File: src/hw/rosb_pkg.sv
package rosb_pkg;

  // register bus geometry
  localparam int unsigned ADDR_W = 4;
  localparam int unsigned DATA_W = 16;
  localparam int unsigned SEL_W = 5;
  localparam int unsigned FUNC_COUNT = 32;
  localparam int unsigned PIN_COUNT = 6;
  localparam int unsigned PIN_FIRST = 12;

  // register offsets (word addresses on the plain port)
  localparam logic [3:0] OFS_PIN12_13 = 4'h0;
  localparam logic [3:0] OFS_PIN14_15 = 4'h1;
  localparam logic [3:0] OFS_PIN16_17 = 4'h2;

  // field positions inside each selector register
  localparam int unsigned HI_FIELD_LSB = 8;
  localparam int unsigned LO_FIELD_LSB = 0;

  // implemented-bit mask: bits 12-8 and 4-0
  localparam logic [15:0] SEL_MASK = 16'h1F1F;

  // value after reset
  localparam logic [4:0] SEL_RESET = 5'h00;
  localparam logic [15:0] RD_RESET = 16'h0000;

  // bus request bundle
  typedef struct packed {
    logic [3:0] addr;
    logic [15:0] wdata;
    logic wr;
    logic rd;
  } rosb_req_t;

  // one selector code per remappable pin, pin 12 at index 0
  typedef logic [5:0][4:0] rosb_sel_vec_t;

endpackage

File: src/hw/rosb_sel_mux.sv
`timescale 1ns/100ps
`default_nettype none
// registered selection of one peripheral output per remappable pin
module rosb_sel_mux
  import rosb_pkg::*;
(
  // clock and reset
  input wire logic clk,
  input wire logic rst_n,
  // selector codes and peripheral outputs
  input wire rosb_sel_vec_t sel,
  input wire logic [FUNC_COUNT-1:0] func_out,
  // driven pin levels
  output logic [PIN_COUNT-1:0] pin_out
);

  // one flop per pin so the pin driver sees a glitch-free level
  genvar g;
  generate
    for (g = 0; g < PIN_COUNT; g++) begin : g_pin
      always_ff @(posedge clk) begin
        if (!rst_n) begin
          pin_out[g] <= 1'b0;
        end else begin
          pin_out[g] <= func_out[sel[g]];
        end
      end
    end
  endgenerate

endmodule
`default_nettype wire

File: src/hw/rosb_remap_output_select_bank.sv
`timescale 1ns/100ps
`default_nettype none
// Overview of operation
// RULE1: register one: bits 12-8 pick pin 13 output, bits 4-0 pick pin 12.
// RULE2: register two: bits 12-8 pick pin 15 output, bits 4-0 pick pin 14.
// RULE3: register three: bits 12-8 pick pin 17 output, bits 4-0 pick pin 16.
// RULE4: bits 15-13 and 7-5 of every register are absent and read zero.
// RULE5: register three exists only on the 44-pin package variant.
// RULE6: selector bits read/write, clear at reset; absent bits ignore writes.
module rosb_remap_output_select_bank
  import rosb_pkg::*;
#(
  parameter bit LARGE_PACKAGE = 1'b1
)
(
  // clock and reset
  input wire logic CORE_CLK,
  input wire logic RST_N,
  // register port
  input wire logic [rosb_pkg::ADDR_W-1:0] ADDR,
  input wire logic [rosb_pkg::DATA_W-1:0] WDATA,
  input wire logic WR,
  input wire logic RD,
  output logic [rosb_pkg::DATA_W-1:0] RDATA,
  // peripheral outputs and pins
  input wire logic [rosb_pkg::FUNC_COUNT-1:0] FUNC_OUT,
  output logic [rosb_pkg::PIN_COUNT-1:0] PIN_OUT
);

  import rosb_pkg::*;

  rosb_req_t req;
  logic [4:0] remap_pin12_function_q;
  logic [4:0] remap_pin13_function_q;
  logic [4:0] remap_pin14_function_q;
  logic [4:0] remap_pin15_function_q;
  logic [4:0] remap_pin16_function_q;
  logic [4:0] remap_pin17_function_q;
  logic [15:0] rdata_d;
  logic [15:0] rdata_q;
  rosb_sel_vec_t sel;

  // pack a field pair into a register image, absent bits zero
  function automatic logic [15:0] pack_pair(input logic [4:0] hi,
                                            input logic [4:0] lo);
    logic [15:0] v;
    v = 16'h0000;
    v[HI_FIELD_LSB +: SEL_W] = hi;
    v[LO_FIELD_LSB +: SEL_W] = lo;
    return v & SEL_MASK; // see RULE4
  endfunction

  // write strobe decode for one register
  function automatic logic hit(input rosb_req_t r, input logic [3:0] ofs);
    return r.wr && (r.addr == ofs);
  endfunction

  // bundle the bus signals
  assign req.addr = ADDR;
  assign req.wdata = WDATA;
  assign req.wr = WR;
  assign req.rd = RD;

  // pins 12 and 13 selectors
  always_ff @(posedge CORE_CLK) begin
    if (!RST_N) begin
      remap_pin12_function_q <= SEL_RESET; // see RULE6
      remap_pin13_function_q <= SEL_RESET;
    end else if (hit(req, OFS_PIN12_13)) begin
      remap_pin13_function_q <= req.wdata[HI_FIELD_LSB +: SEL_W]; // see RULE1
      remap_pin12_function_q <= req.wdata[LO_FIELD_LSB +: SEL_W]; // see RULE1
    end
  end

  // pins 14 and 15 selectors
  always_ff @(posedge CORE_CLK) begin
    if (!RST_N) begin
      remap_pin14_function_q <= SEL_RESET; // see RULE6
      remap_pin15_function_q <= SEL_RESET;
    end else if (hit(req, OFS_PIN14_15)) begin
      remap_pin15_function_q <= req.wdata[HI_FIELD_LSB +: SEL_W]; // see RULE2
      remap_pin14_function_q <= req.wdata[LO_FIELD_LSB +: SEL_W]; // see RULE2
    end
  end

  // pins 16 and 17 selectors, held at reset on the small package
  always_ff @(posedge CORE_CLK) begin
    if (!RST_N || !LARGE_PACKAGE) begin
      remap_pin16_function_q <= SEL_RESET; // see RULE5
      remap_pin17_function_q <= SEL_RESET;
    end else if (hit(req, OFS_PIN16_17)) begin
      remap_pin17_function_q <= req.wdata[HI_FIELD_LSB +: SEL_W]; // see RULE3
      remap_pin16_function_q <= req.wdata[LO_FIELD_LSB +: SEL_W]; // see RULE3
    end
  end

  // read mux; unmapped or absent registers read zero
  always_comb begin
    rdata_d = RD_RESET;
    if (req.rd) begin
      case (req.addr)
        OFS_PIN12_13: begin
          rdata_d = pack_pair(remap_pin13_function_q, remap_pin12_function_q);
        end
        OFS_PIN14_15: begin
          rdata_d = pack_pair(remap_pin15_function_q, remap_pin14_function_q);
        end
        OFS_PIN16_17: begin
          if (LARGE_PACKAGE) begin // see RULE5
            rdata_d = pack_pair(remap_pin17_function_q,
                                remap_pin16_function_q);
          end
        end
        default: begin
          rdata_d = RD_RESET;
        end
      endcase
    end
  end

  // read data register, valid the cycle after the strobe only
  always_ff @(posedge CORE_CLK) begin
    if (!RST_N) begin
      rdata_q <= RD_RESET;
    end else begin
      rdata_q <= rdata_d;
    end
  end

  assign RDATA = rdata_q;

  // selector vector, pin 12 first
  assign sel[0] = remap_pin12_function_q;
  assign sel[1] = remap_pin13_function_q;
  assign sel[2] = remap_pin14_function_q;
  assign sel[3] = remap_pin15_function_q;
  assign sel[4] = remap_pin16_function_q;
  assign sel[5] = remap_pin17_function_q;

  // peripheral output routing to pins
  rosb_sel_mux rosb_sel_mux_inst (
    .clk(CORE_CLK),
    .rst_n(RST_N),
    .sel(sel),
    .func_out(FUNC_OUT),
    .pin_out(PIN_OUT)
  );

endmodule
`default_nettype wire

File: config.mk
export PLATFORM = sky130hd
export DESIGN_NAME = rosb_remap_output_select_bank
export DESIGN_NICKNAME = d
export VERILOG_FILES = /design/src/hw/rosb_pkg.sv /design/src/hw/rosb_sel_mux.sv /design/src/hw/rosb_remap_output_select_bank.sv
export SDC_FILE = /design/constraint.sdc
export NUM_CORES = 1
export LEC_CHECK = 0
export ABC_AREA = 1
export BUFFER_PORTS_ARGS = -buffer_cell sky130_fd_sc_hd__buf_2
export CORE_MARGIN = 4
export CORE_UTILIZATION = 56
export DETAILED_ROUTE_END_ITERATION = 7
export PLACE_DENSITY = 0.81
export SLEW_MARGIN = 20
export SYNTH_ARGS = -nofsm -noshare
export SYNTH_HDL_FRONTEND = slang
export SYNTH_SLANG_ARGS = --single-unit
File: constraint.sdc
create_clock -name CORE_CLK -period 1.45 [get_ports CORE_CLK]
set_input_delay 0.145 -clock CORE_CLK [delete_from_list [all_inputs] [get_ports CORE_CLK]]
set_output_delay 0.145 -clock CORE_CLK [all_outputs]
set_load 0.02 [all_outputs]
==> results.txt, run 1 <==
Outcome: completed
Via count: 4552
Die Height: 90.5 um
Finished Cell Area: 4190 um2
Post-CTS Resized: 0
Total I/O pin count: 78
Main combinational cell family by area after synthesis: simple AND/OR/NAND/NOR gates
Synth Area in Compound Gates: 14.8%
Antenna Cells: 0
CTS Hold Bufs: 0
Synth cell types: 20
Mean post-synth cell area: 5.91 um2
Routed WL: 12700 um
Core box area: 6490 um2
Final worst path period share: 93.8%
# placed instances: 770
Clock skew: 0.00484 ns
DP Area: 4080 um2
#FFs+latches synth: 46
CTS Buffer Depth: 2
Synthesis-to-finish area growth: 9.91%
Drt drc: 0
Die ar.: 8190 um2
1st-iter DRT viols: 459
Port Buffer Count: 65
Vias per cell: 5.85
Mux cell area share after synthesis: 0%
Ys Warns: 0
Post-synthesis xor/xnor area fraction: 0%
Fmax achieved: 0.735 GHz
CTS tree: done
Filler cells: 627
GRT Util Overall: 30.9%
Largest net degree at the start of global routing: 25
Pwr dens: 710 nW/um2
FF/Latch Area: 922 um2
Sequential area share after synthesis: 24.2%
Multi-input gate area: 2270 um2
Final cell count without fillers: 778
Row cnt: 29
Fraction of layout cells with a size suffix above 1: 16.0%
Max VDD drop: 0.000534 V
Fin. max-slew vios: 0
Final hold vios: 0
Worst setup path category: reg2reg
Top cell type by total area after synthesis: dfxtp_1
HP Class: in2reg
Total power: 2980 uW
RSZ-0062 raised after global routing: no
Nets: 756
Setup Total Neg Slack: 0 ns
DRT Pass-1 Iters: 5
Synth Cell Area: 3810 um2
HPWL after DPL: 9710 um
Die Wd: 90.5 um
Routed WL per cell: 16.4 um
Vias in the first global route: 4136
Starting Density: 58.7%
Final setup violation count: 0
CTS HTree Levels: 2
Yosys top cell area share: 24.2%
Final Critical Period: 1.36 ns
Post-CTS setup repair buffer count: 0
Critical path data required time: 1.65 ns
Smallest hold slack: 0.159 ns
Ranking of synthesized cells by area: dfxtp_1, nand2_1, nand3_1, o21ai_0, a21oi_1
Crit path DAT: 1.56 ns
Clock latency on the worst-skew pair: 0.30 ns
# clock sinks: 46
Routability cong.: 0.937
Synth Area in Adders: 0%
MaxCap Viol Count: 0
Grt ovf: 0
Syn Inst Count: 645
P_leak: 0.00204 uW
Global-route wire length before repair: 20600 um
Crit start category: register
Crit end category: register
Post-synthesis simple-gate area fraction: 44.3%
Initial antenna violation count: 0
Post-DRT Antenna Nets: 0
Worst-path clk slew: 0.09 ns
Root Buffer: clkbuf_8
TritonCTS buffer count: 5
Crit-path max FO: 10
[kinds of logic after synthesis]
family,count (synthesis)
simple gates,398
compound gates,110
flops,46
other cells,1
buf+inv,90
[worst max-delay path, stage by stage (launching register included)]
cell	delay [ns]
dfxtp_1	0.42
inv_2	0.14
a21oi_1	0.13
o21ai_0	0.10
a21oi_1	0.22
nor2_1	0.08
nor2_1	0.11
nor2_1	0.06
[metrics by stage]
| stage | util, % | worst slack (ns) |
|---|---|---|
| 2_1_floorplan | - | 0.303 |
| 3_3_place_gp | 62.8 | 0.153 |
| 3_5_place_dp | 62.8 | 0.142 |
| 4_1_cts | 64.5 | 0.120 |
| 5_1_grt | 64.5 | 0.0154 |
| 6_report | 64.5 | 0.0902 |
[cell type report]
type                    instances  share of cell area, %
flip-flops and latches         46                   22.0
multi-input cells             514                   54.2
inverters                      48                   5.38
clock buffers                   6                   1.73
well taps                      77                   2.30
clock inverters                 2                  0.896
repair buffers                 85                   13.4
[layer usage]
metal  global-route usage [%]  up-vias  share of wire, %
met5                        0        -                 0
met2                     48.4      291                44
met3                     6.67       51                12
met1                     39.8     1998                39
met4                     15.6        0               5.1
li1                         -     2212                 -
[cell usage in the layout (no fill, tap or decap)]
cell type	netlist	final
a21oi_1	48	48
buf_12	6	7
buf_2	6	65
buf_4	8	13
bufinv_16	0	1
clkbuf_1	8	1
clkbuf_8	1	5
clkinvlp_4	0	1
conb_1	1	6
dfxtp_1	46	45
dfxtp_2	0	1
inv_1	36	36
inv_2	6	6
inv_8	6	6
nand2_1	239	239
nand3_1	122	122
nand3_2	6	6
nor2_1	30	30
nor2_2	1	1
o21ai_0	52	52
o22ai_1	10	10
[registers in the layout, summed over array words and instances, names as in the netlist]
| name | cells |
|---|---|
| RDATA | 10 |
| remap_pin12_function_q | 5 |
| remap_pin13_function_q | 5 |
| remap_pin14_function_q | 5 |
| remap_pin15_function_q | 5 |
| remap_pin16_function_q | 5 |
| remap_pin17_function_q | 5 |
| rosb_sel_mux_inst.pin_out | 6 |
[power breakdown]
part | internal, uW | leakage [uW] | switching, uW
Clock | 515 | 0.0000514 | 446
Combinational | 235 | 0.00161 | 461
Sequential | 1300 | 0.000374 | 21.9
[worst paths after layout]
check / end / depth (start not counted) / slack [ns] / start
min: remap_pin12_function_q[4]$_SDFFE_PN0P_ / 3 / 0.16 / WDATA[4]
max: rosb_sel_mux_inst.pin_out[5]$_SDFF_PN0_ / 7 / 0.09 / remap_pin17_function_q[1]$_SDFFE_PN0P_
min reg2reg: remap_pin14_function_q[4]$_SDFFE_PN0P_ / 2 / 0.52 / remap_pin14_function_q[4]$_SDFFE_PN0P_
max reg2reg: rosb_sel_mux_inst.pin_out[5]$_SDFF_PN0_ / 7 / 0.09 / remap_pin17_function_q[1]$_SDFFE_PN0P_
[synthesized netlist by cell type]
| master | number |
|---|---|
| buf_8 | 3 |
| clkbuf_8 | 1 |
| o21ai_0 | 52 |
| clkbuf_1 | 8 |
| conb_1 | 1 |
| inv_1 | 36 |
| nand3_1 | 122 |
| buf_12 | 6 |
| inv_8 | 6 |
| nor2_1 | 30 |
| buf_2 | 6 |
| buf_4 | 8 |
| nand2_1 | 239 |
| nor2_2 | 1 |
| buf_6 | 10 |
| dfxtp_1 | 46 |
| inv_2 | 6 |
| a21oi_1 | 48 |
| nand3_2 | 6 |
| o22ai_1 | 10 |
(Power assumes the default switching activity.)
==> inputs of run 2 (changes only) <==
Settings changed: ABC_AREA 1 to default, CORE_UTILIZATION 56 to 55.
==> run 2 against run 1 <==
  * First-iteration DRC count increased by 44%
  * Setup slack lost 0.28 ns
  * Via count shrank 25%
  * The run now ends with setup timing left
  * Hold slack worse by 0.045 ns
  * Wire length down 12%
  * Cell area is 1.9% higher
  * Die area decreased by 7.6%
  * Synthesized cell count is 50% lower
  * Register-to-register slack worse by 0.28 ns
  * Flip-flop and latch count unchanged
  * Clock power fell by 20%
  * Utilization grew 6.8 points
==> results.txt, run 2 <==
Outcome: finished with violations
Failing checks: setup timing
Synthesis-to-finish area growth: 24.4%
Worst Path Buf+Inv: 0 (-1)
Hold path depth: 3 (unchanged)
Mean post-synth cell area: 10.6 um2 (+79%)
Global-route wire length before repair: 16900 um (-18%)
HPWL after DPL: 8330 um (-14%)
Die Height: 87.0 um (-3.9%)
Row cnt: 28 (-3.4%)
Flop2flop setup slack: -0.19 ns (-0.28 ns)
Root Buffer: clkbuf_8
Levels on crit path: 4 (-3)
CTS HTree Levels: 2 (unchanged)
Most frequent cells in the layout: buf_2, nand2_1, buf_4
HP Class: in2reg
GRT Util Overall: 29.7% (-1.2 points)
Port Buffer Count: 65 (unchanged)
Max stage delay on crit path: 0.57 ns (+0.15 ns)
DP Area: 4010 um2 (-1.7%)
Post-synthesis async set-or-reset flop share: 0% (unchanged)
Worst-path clk slew: 0.09 ns (about the same)
CTS tree: done
Post-DRT Antenna Nets: 0 (unchanged)
Core box area: 5990 um2 (-7.8%)
Fmax achieved: 0.608 GHz (-17%)
Synth cell types: 36 (+80%)
Crit end category: register
Top cell type by total area after synthesis: dfxtp_1
Ys Warns: 0 (unchanged)
Nets: 471 (-38%)
Critical path data required time: 1.66 ns (about the same)
Largest net degree at the start of global routing: 31 (+24%)
Antenna Cells: 0 (unchanged)
Ys flop type: dfxtp_1
Synth Cell Area: 3430 um2 (-9.9%)
#FFs+latches synth: 46 (unchanged)
R2R Path Start: remap_pin14_function_q[0]$_SDFFE_PN0P_
Commonest non-fill, non-tap cell in the layout: buf_2
Clock skew: 0.00997 ns (+0.00513 ns)
Vias per cell: 6.94 (+19%)
Syn Inst Count: 324 (-50%)
Final setup violation count: 6 (+6)
# clock sinks: 46 (unchanged)
Sequential area share after synthesis: 26.8% (+2.7 points)
Drt drc: 0 (unchanged)
R2r worst-path depth: 4 (-3)
Final worst setup slack: -0.194 ns (-0.284 ns)
Vias in the first global route: 3156 (-24%)
Ranking of synthesized cells by area: dfxtp_1, mux4_2, mux4_1, a21boi_0, nand2_1
Routed WL per cell: 23.0 um (+40%)
MaxCap Viol Count: 0 (unchanged)
Grt ovf: 0 (unchanged)
RSZ-0062 raised after global routing: yes
Die ar.: 7570 um2 (-7.6%)
Finished Cell Area: 4270 um2 (+1.9%)
1st-iter DRT viols: 662 (+44%)
Starting Density: 57.3% (-1.4 points)
Final Critical Period: 1.64 ns (+0.284 ns)
Via count: 3401 (-25%)
Die Wd: 87.0 um (-3.9%)
Crit path DAT: 1.85 ns (+0.29 ns)
DP Worst Slack: -0.305 ns (-0.447 ns)
Fraction of layout cells with a size suffix above 1: 47.2% (+31 points)
Worst setup path category: reg2reg
Top delay family on crit path: multiplexers
Post-synth EDFFs: 0 (unchanged)
Routability cong.: 1.02 (+9.0%)
Critical hold path startpoint: WDATA[10]
RR Endpoint: rosb_sel_mux_inst.pin_out[2]$_SDFF_PN0_
Max VDD drop: 0.000489 V (-8.4%)
Final hold vios: 0 (unchanged)
Hold EP: remap_pin13_function_q[2]$_SDFFE_PN0P_
Final worst path period share: 113% (+20 points)
Critical Path, Cell by Cell: mux4_1, mux2i_1, o221ai_1, and4b_1
Routed WL: 11300 um (-12%)
Initial antenna violation count: 0 (unchanged)
Clock latency on the worst-skew pair: 0.30 ns (about the same)
TritonCTS buffer count: 5 (unchanged)
Crit-path max FO: 6 (-4)
Max FFs per register: 10 (unchanged)
P_leak: 0.00150 uW (-26%)
Most frequent cell after synthesis: nand2_1
Synth cell count leaders: nand2_1, dfxtp_1, mux4_2
Pwr dens: 611 nW/um2 (-14%)
Fin. max-slew vios: 0 (unchanged)
CP max stage cell: mux4_1
CTS Buffer Depth: 2 (unchanged)
Total I/O pin count: 78 (unchanged)
DRT Pass-1 Iters: 7 (+2)
Crit start category: register
Yosys top cell area share: 26.8% (+2.7 points)
==> run 2: how the worst max path moves through the flow <==
stage	to	slack, ns	start
2_1_floorplan	rosb_sel_mux_inst.pin_out[5]$_SDFF_PN0_	-0.14	remap_pin17_function_q[0]$_SDFFE_PN0P_
3_5_place_dp	rosb_sel_mux_inst.pin_out[3]$_SDFF_PN0_	-0.31	remap_pin15_function_q[0]$_SDFFE_PN0P_
6_report	rosb_sel_mux_inst.pin_out[2]$_SDFF_PN0_	-0.19	remap_pin14_function_q[0]$_SDFFE_PN0P_
5_1_grt	rosb_sel_mux_inst.pin_out[5]$_SDFF_PN0_	-0.23	remap_pin17_function_q[1]$_SDFFE_PN0P_
4_1_cts	rosb_sel_mux_inst.pin_out[5]$_SDFF_PN0_	-0.20	remap_pin17_function_q[0]$_SDFFE_PN0P_
3_3_place_gp	rosb_sel_mux_inst.pin_out[3]$_SDFF_PN0_	-0.22	remap_pin15_function_q[0]$_SDFFE_PN0P_
==> run 2: cells by family after synthesis <==
logic type	synth area share, %
and+or+nand+nor	14.8
DFF	26.8
buffers and inverters	6.64
other	0.109
muxes	36.9
AOI/OAI and AO/OA	14.7
==> run 2: worst reg2reg max path, stage by stage, from the launching register on <==
cell,delay [ns]
dfxtp_4,0.41
mux4_1,0.57
mux2i_1,0.17
o221ai_1,0.17
and4b_1,0.23
==> run 2: what timing repair did <==
item                                    CTS  global route
setup buffers                             7             5
hold buffers                              0             0
gates resized for setup                  15            15
endpoints found under the setup margin    6             6
pin swaps                                 5             6
==> run 2: metal layers <==
metal	routed length [um]	up-vias	share of wire [%]	global-route usage, %
li1	-	1444	-	-
met1	4020	1609	36	39.0
met2	5230	293	46	46.6
met3	1360	55	12	5.20
met4	653	0	5.8	16.0
met5	0	-	0	0
==> run 2: final cells by class <==
cell class	count	area [um2]
Timing Repair Buffer	116	762
Multi-Input combinational cell	244	2380
Clock buffer	5	68.8
Clock inverter	2	10.0
Fill cell	437	1720
Sequential cell	46	951
Inverter	2	7.51
Tap cell	75	93.8
==> run 2: through the flow <==
stage	TNS [ns]	power [uW]	cells	hold WS, ns	utilization, %
global placement	-1.09	1820	472	0.418	66.9
floorplan	-0.796	1630	329	0.282	-
global route	-1.13	2690	490	0.120	71.3
finish	-0.998	2610	490	0.114	71.3
CTS	-0.970	2590	486	0.110	69.9
detailed placement	-1.33	1840	472	0.431	66.9
==> run 2: power breakdown <==
part	internal (uW)	total (uW)	switching [uW]
logic	269	542	273
clock network	325	767	442
registers	1270	1300	27.2
total	1870	2610	742
